--- config.mk ---
export PLATFORM = sky130hd
export DESIGN_NAME = chan_cfg_bank
export DESIGN_NICKNAME = d
export VERILOG_FILES = /design/src/design/chan_cfg_bank.v /design/src/design/sel_decode.v
export VERILOG_INCLUDE_DIRS = /design/src /design/src/design
export SDC_FILE = /design/constraint.sdc
export NUM_CORES = 1
export LEC_CHECK = 0
export BUFFER_PORTS_ARGS = -buffer_cell sky130_fd_sc_hd__buf_2
export CAP_MARGIN = 20
export CELL_PAD_IN_SITES_DETAIL_PLACEMENT = 1
export CELL_PAD_IN_SITES_GLOBAL_PLACEMENT = 2
export CORE_ASPECT_RATIO = 2
export CORE_MARGIN = 3
export CORE_UTILIZATION = 40
export DETAILED_ROUTE_END_ITERATION = 16
export GPL_TIMING_DRIVEN = 0
export PLACE_DENSITY = 0.82
export RECOVER_POWER = 25
export SLEW_MARGIN = 20
export SYNTH_ARGS = -nofsm -noshare
export SYNTH_HDL_FRONTEND = slang
export SYNTH_SLANG_ARGS = --single-unit
--- constraint.sdc ---
create_clock -name clk_sys -period 8.4 [get_ports clk_sys]
set_clock_uncertainty 0.1 [all_clocks]
set_input_delay 0.84 -clock clk_sys [delete_from_list [all_inputs] [get_ports clk_sys]]
set_output_delay 0.84 -clock clk_sys [all_outputs]
set_load 0.1 [all_outputs]
--- src/design/chan_cfg_defs.vh ---
// constants for the channel configuration register bank
`ifndef CHAN_CFG_DEFS_VH
`define CHAN_CFG_DEFS_VH
`define CH_ADDR_W 6
`define CH0_ADDR 6'h10
`define CH7_ADDR 6'h17
`define CH0_RESET 16'h8001
`define CHN_RESET 16'h0001
`define EN_BIT 15
`define SETUP_HI 14
`define SETUP_LO 12
`define RSV_HI 11
`define RSV_LO 10
`define POS_HI 9
`define POS_LO 5
`define NEG_HI 4
`define NEG_LO 0
`define WR_MASK 16'hf3ff
`define SEL_AIN_MAX 5'h08
`define SEL_MON_P 5'h13
`define SEL_REF_N 5'h16
// conversion length in clk_sys cycles while one channel is held
`define CONV_CYCLES 16'h0100
`endif

--- src/design/chan_cfg_bank.v ---
// eight channel configuration registers and the channel sequencer
`include "chan_cfg_defs.vh"
module chan_cfg_bank #(
    parameter NUM_CH = 8,
    parameter CONV_LEN = 256
) (
    // clock and reset
    input wire clk_sys,
    input wire rst_n,
    // register access from the serial port decoder
    input wire wr_en,
    input wire rd_en,
    input wire [5:0] addr,
    input wire [15:0] wr_data,
    output reg [15:0] rd_data,
    output reg rd_valid,
    // conversion side
    output reg conv_active,
    output reg [2:0] conv_channel,
    output reg [2:0] conv_setup,
    output reg [4:0] conv_pos_route,
    output reg [4:0] conv_neg_route,
    output reg conv_route_valid,
    output reg conv_start
);
    localparam ST_IDLE = 2'b01;
    localparam ST_CONV = 2'b10;

    reg [15:0] ch_reg [0:NUM_CH-1];
    reg [1:0] state_reg;
    reg [2:0] cur_reg;
    reg [15:0] cnt_reg;
    reg [2:0] nxt_ch;
    reg nxt_found;
    wire hit;
    wire [2:0] idx;
    wire pos_ok;
    wire neg_ok;
    wire [4:0] pos_rt;
    wire [4:0] neg_rt;
    integer i;
    integer j;
    integer k;

    assign hit = (addr >= `CH0_ADDR) && (addr <= `CH7_ADDR);
    assign idx = addr[2:0];

    always @(posedge clk_sys or negedge rst_n) begin
        if (!rst_n) begin
            ch_reg[0] <= `CH0_RESET;
            for (i = 1; i < NUM_CH; i = i + 1) begin
                ch_reg[i] <= `CHN_RESET;
            end
        end else if (wr_en && hit) begin
            ch_reg[idx] <= wr_data & `WR_MASK;
        end
    end

    // read returns stored word; unmapped addresses read zero
    always @(posedge clk_sys or negedge rst_n) begin
        if (!rst_n) begin
            rd_data <= 16'h0000;
            rd_valid <= 1'b0;
        end else begin
            rd_valid <= rd_en;
            if (rd_en) begin
                rd_data <= hit ? ch_reg[idx] : 16'h0000;
            end
        end
    end

    // search order notes:
    // the loop runs from the farthest candidate down to the nearest,
    // so the last hit kept is the first enabled channel after cur_reg
    // a lone enabled channel is found again at distance NUM_CH,
    // which keeps a single channel converting back to back
    // own loop variables: sharing one integer with the clocked reset
    // loop would give it two drivers
    // next enabled channel search
    always @* begin
        k = 0;
        nxt_ch = cur_reg;
        nxt_found = 1'b0;
        for (j = NUM_CH; j >= 1; j = j - 1) begin
            k = (cur_reg + j) % NUM_CH;
            if (ch_reg[k][`EN_BIT]) begin
                nxt_ch = k[2:0];
                nxt_found = 1'b1;
            end
        end
    end

    sel_decode u_pos (
        .code(ch_reg[nxt_ch][`POS_HI:`POS_LO]),
        .valid(pos_ok),
        .route(pos_rt)
    );
    sel_decode u_neg (
        .code(ch_reg[nxt_ch][`NEG_HI:`NEG_LO]),
        .valid(neg_ok),
        .route(neg_rt)
    );

    // sequencer timing:
    // the start edge loads the counter with CONV_LEN, the conversion
    // then runs CONV_LEN + 1 cycles and one idle cycle rescans, so
    // starts come every CONV_LEN + 2 cycles
    // disabling every channel lets the running conversion finish,
    // then conv_active drops in the idle state
    // limitation: a channel enabled during a conversion waits for
    // the rescan, it never cuts the running one short
    // sequencer: settings latched at conversion start so host writes
    // mid-conversion only take effect on the next pass
    always @(posedge clk_sys or negedge rst_n) begin
        if (!rst_n) begin
            state_reg <= ST_IDLE;
            cur_reg <= 3'h7;
            cnt_reg <= 16'h0000;
            conv_active <= 1'b0;
            conv_channel <= 3'h0;
            conv_setup <= 3'h0;
            conv_pos_route <= 5'h00;
            conv_neg_route <= 5'h01;
            conv_route_valid <= 1'b0;
            conv_start <= 1'b0;
        end else begin
            conv_start <= 1'b0;
            case (state_reg)
                ST_IDLE: begin
                    if (nxt_found) begin
                        state_reg <= ST_CONV;
                        cur_reg <= nxt_ch;
                        cnt_reg <= CONV_LEN[15:0];
                        conv_active <= 1'b1;
                        conv_start <= 1'b1;
                        conv_channel <= nxt_ch;
                        conv_setup <= ch_reg[nxt_ch][`SETUP_HI:`SETUP_LO];
                        conv_pos_route <= pos_rt;
                        conv_neg_route <= neg_rt;
                        conv_route_valid <= pos_ok && neg_ok;
                    end else begin
                        conv_active <= 1'b0;
                    end
                end
                ST_CONV: begin
                    if (cnt_reg == 16'h0000) begin
                        state_reg <= ST_IDLE; // rescans for the next channel
                    end else begin
                        cnt_reg <= cnt_reg - 16'h0001;
                    end
                end
                default: begin
                    state_reg <= ST_IDLE;
                end
            endcase
        end
    end
endmodule

--- src/design/sel_decode.v ---
// decodes one input selector code into a routing index and validity
`include "chan_cfg_defs.vh"
module sel_decode (
    // selector code
    input wire [4:0] code,
    // decoded route
    output reg valid,
    output reg [4:0] route
);
    // codes outside the map are flagged reserved and routed to nothing
    always @* begin
        route = code;
        valid = (code <= `SEL_AIN_MAX) || ((code >= `SEL_MON_P) && (code <= `SEL_REF_N));
        if (!valid) begin
            route = 5'h1f;
        end
    end
endmodule

==> out/metrics.yaml <==
status:
  failed_checks: "capacitance limit, slew limit"
  outcome: "complete, but fails checks"
setup_path:
  maximum_net_fanout_on_the_critical_path: 10
  crit_path_leading_delay_family: "compound AO/OA/AOI/OAI gates"
  crit_type: "reg -> reg"
  cp_num_buf_inv: 6
  slowest_stage: "sky130_fd_sc_hd__a221oi_1"
  worst_setup_path_end_kind: "flop"
  critical_path_cell_by_cell: "buf_4 -> clkinv_1 -> clkbuf_1 -> ha_1 -> buf_2 -> buf_2 -> mux4_2 -> a22oi_1 -> a221oi_1 -> a2111oi_0 -> a211oi_2 -> and2_1 -> clkbuf_1 -> a221oi_1 -> o31ai_1 -> a221o_1 -> a22o_1"
  req_time_crit_path_ns: 8.64
  crit_path_start_kind: "flop"
  worst_ep_arrival_time_ns: 6.97
  cpPeakStageDelay_ns: 1.11
place:
  routability_congestion_estimate: 0.8731
  placed_area_um2: 10460
  dpl.hpwl_mm: 21.87
  placed_cells_incl_taps: 1168
  buffer_ports.inserted: 56
floorplan:
  fp.dieW_um: 116.5
  initial_core_util: 0.4082
  core-area_um2: 23920
  fp.dieArea_um2: 26440
  top_level_ports: 62
  rows: 80
  die_h_um: 227.0
routing:
  drt_iter0_drc: 293
  wl_mm: 29.37
  drt_pass1_iterations: 5
  route.detailed.wl_per_inst_um: 24.49
  detailroute.via_count: 7286
  vias_per_cell: 6.077
  ant_nets_after_route: 0
  post-route-drc-count: 0
logic_synthesis:
  netlist-cell-type-count: 62
  ys_seq_elements: 167
  synthMostInstantiatedCell: "sky130_fd_sc_hd__dfrtp_1"
  ys_dominant_reg_cell: "sky130_fd_sc_hd__dfrtp_1"
  synth_top_area_share: 0.3921
  ys_seq_area_frac: 0.4297
  synthDominantAreaCellType: "sky130_fd_sc_hd__dfrtp_1"
  synthCells: 821
  synth.cells.most_frequent: "153 x sky130_fd_sc_hd__dfrtp_1, 145 x sky130_fd_sc_hd__mux2_2, 66 x sky130_fd_sc_hd__mux2i_1, 47 x sky130_fd_sc_hd__nor2_1, 41 x sky130_fd_sc_hd__mux4_2"
  synthTopCellsByArea: "sky130_fd_sc_hd__dfrtp_1 39%, sky130_fd_sc_hd__mux2_2 17%, sky130_fd_sc_hd__mux4_2 9.5%"
  yosys_warnings: 0
  postSynth.asyncResetShare: 1.000
  synth_enable_flop_cells: 0
  syn_avg_cell_area_um2: 11.89
  syn_area_um2: 9766
final_layout:
  largest_reg_flops: 112
  multiInputGateArea_um2: 5207
  num-fill-cells: 2544
  register_cell_area_after_layout_um2: 4197
  design_area_um2: 11020
  insertedDiodeCount: 0
  area_growth_syn_to_layout_pct: 12.83
  fin_cells: 1199
  final_layout_size_suffix_gt1_frac: 0.3377
  layout.nets: 929
clock_tree:
  clk_latency_ns: 0.46
  path_clk_slew_ns: 0.07
  clk_path_buf_depth: 2
  quantity_of_gates_resized_following_cts: 0
  tritoncts.num_buffers: 17
  postCtsSetupBuffers: 0
  cts-htree-levels: 4
  tritoncts_clock_tree: "yes"
  holdBufCountCts: 0
  clock-sinks: 167
  clock_tree.root_cell: "sky130_fd_sc_hd__clkbuf_16"
timing:
  final.period_utilization: 0.8002
  worstMarginPinSlew_ns: 4.201
  layout_min_cycle_time_ns: 6.721
  report.final.slew_viol_count: 170
  finalSetupViolations: 0
  maxClockFrequency_mhz: 148.8
  report.final.hold_viol_count: 0
  timing.max_slew.rel_slack: -1.801
  finalSetupTns_ns: 0
  grt_setup_unrepaired: "false"
global_route:
  wire_length_of_the_first_global_routing_pass_mm: 45.55
  grt_antenna_before_repair: 0
  grt.total_usage: 0.2327
  grt_start_max_net_pins: 91
  first_global_vias: 7911
  grt_overflow_total: 0
hold_path:
  timing.hold.worst.class: "reg -> reg"
run:
  maxCapViolCount: 2
[final timing paths]
check / start / end / slack, ns / cells after the start
max: cur_reg[0] / conv_route_valid / 1.68 / 17
min: conv_channel[1] / conv_channel[1] / 0.39 / 1
max reg2reg: cur_reg[0] / conv_route_valid / 1.68 / 17
min reg2reg: conv_channel[1] / conv_channel[1] / 0.39 / 1
max in group asynchronous: rst_n / conv_channel[1] / 2.48 / 2
min in group asynchronous: rst_n / ch_reg[63] / 1.75 / 1
[metrics by stage]
stage / setup WS [ns] / hold WS, ns / utilization
finish: 1.679 / 0.3869 / 0.4606
global route: 1.478 / 0.3978 / 0.4606
CTS: 1.788 / 0.2728 / 0.4620
detailed placement: 1.797 / 0.3746 / 0.4373
global placement: 1.773 / 0.3638 / 0.4351
floorplan: 3.501 / 0.3894 / -
[layer usage]
layer  vias up  part of all wire  GRT usage
met3        76             0.028    0.04123
li1       3290                 -          -
met4         0             0.057     0.1371
met1      3797              0.35     0.2360
met2       123              0.56     0.4321
met5         -                 0          0
[cell families (layout without fill, tap and decap cells)]
family / Yosys count / after routing / share of synthesized area
flip-flops: 167 / 167 / 0.4297
other: 1 / 2 / 0.0003840
adder cells (fa/ha/maj): 3 / 3 / 0.003844
AND/OR/NAND/NOR: 136 / 136 / 0.06663
multiplexers: 256 / 256 / 0.3344
AO/OA/AOI/OAI: 160 / 160 / 0.1142
XOR/XNOR: 15 / 15 / 0.01345
buffers and inverters: 83 / 173 / 0.03741
[layout make-up]
cell class                      instances  share of cell area
Clock buffer                           17             0.03861
Sequential cell                       167              0.3809
Inverter                               24            0.008176
Timing Repair Buffer                   59             0.02703
Buffer                                 59             0.02510
Tap cell                              287             0.03259
Multi-Input combinational cell        572              0.4726
Clock inverter                         14             0.01499
[layout by cell type, fill, tap and decap left out, drive strengths merged, types with 7 or more instances in the layout]
cell,count
a21oi,27
or3,7
a32oi,10
nand2,34
a221oi,12
nor2,47
inv,29
dfrtp,153
mux2,149
mux2i,66
a22o,11
o22ai,23
buf,78
o211ai,10
xnor2,10
nor3,12
a22oi,14
mux4,41
o21ai,25
dfstp,14
clkbuf,57
[worst reg2reg max path: stages (launching register included)]
cell and delay [ns]:
sky130_fd_sc_hd__dfstp_2 0.54, sky130_fd_sc_hd__buf_4 0.19, sky130_fd_sc_hd__clkinv_1 0.27, sky130_fd_sc_hd__clkbuf_1 0.35, sky130_fd_sc_hd__ha_1 0.37, sky130_fd_sc_hd__buf_2 0.25
sky130_fd_sc_hd__buf_2 0.29, sky130_fd_sc_hd__mux4_2 0.40, sky130_fd_sc_hd__a22oi_1 0.30, sky130_fd_sc_hd__a221oi_1 0.13, sky130_fd_sc_hd__a2111oi_0 0.70, sky130_fd_sc_hd__a211oi_2 0.25
sky130_fd_sc_hd__and2_1 0.24, sky130_fd_sc_hd__clkbuf_1 0.22, sky130_fd_sc_hd__a221oi_1 1.11, sky130_fd_sc_hd__o31ai_1 0.25, sky130_fd_sc_hd__a221o_1 0.46, sky130_fd_sc_hd__a22o_1 0.20
Power is not shown: default switching activity piles up to over one toggle a cycle in this logic, so the estimate is an artifact.
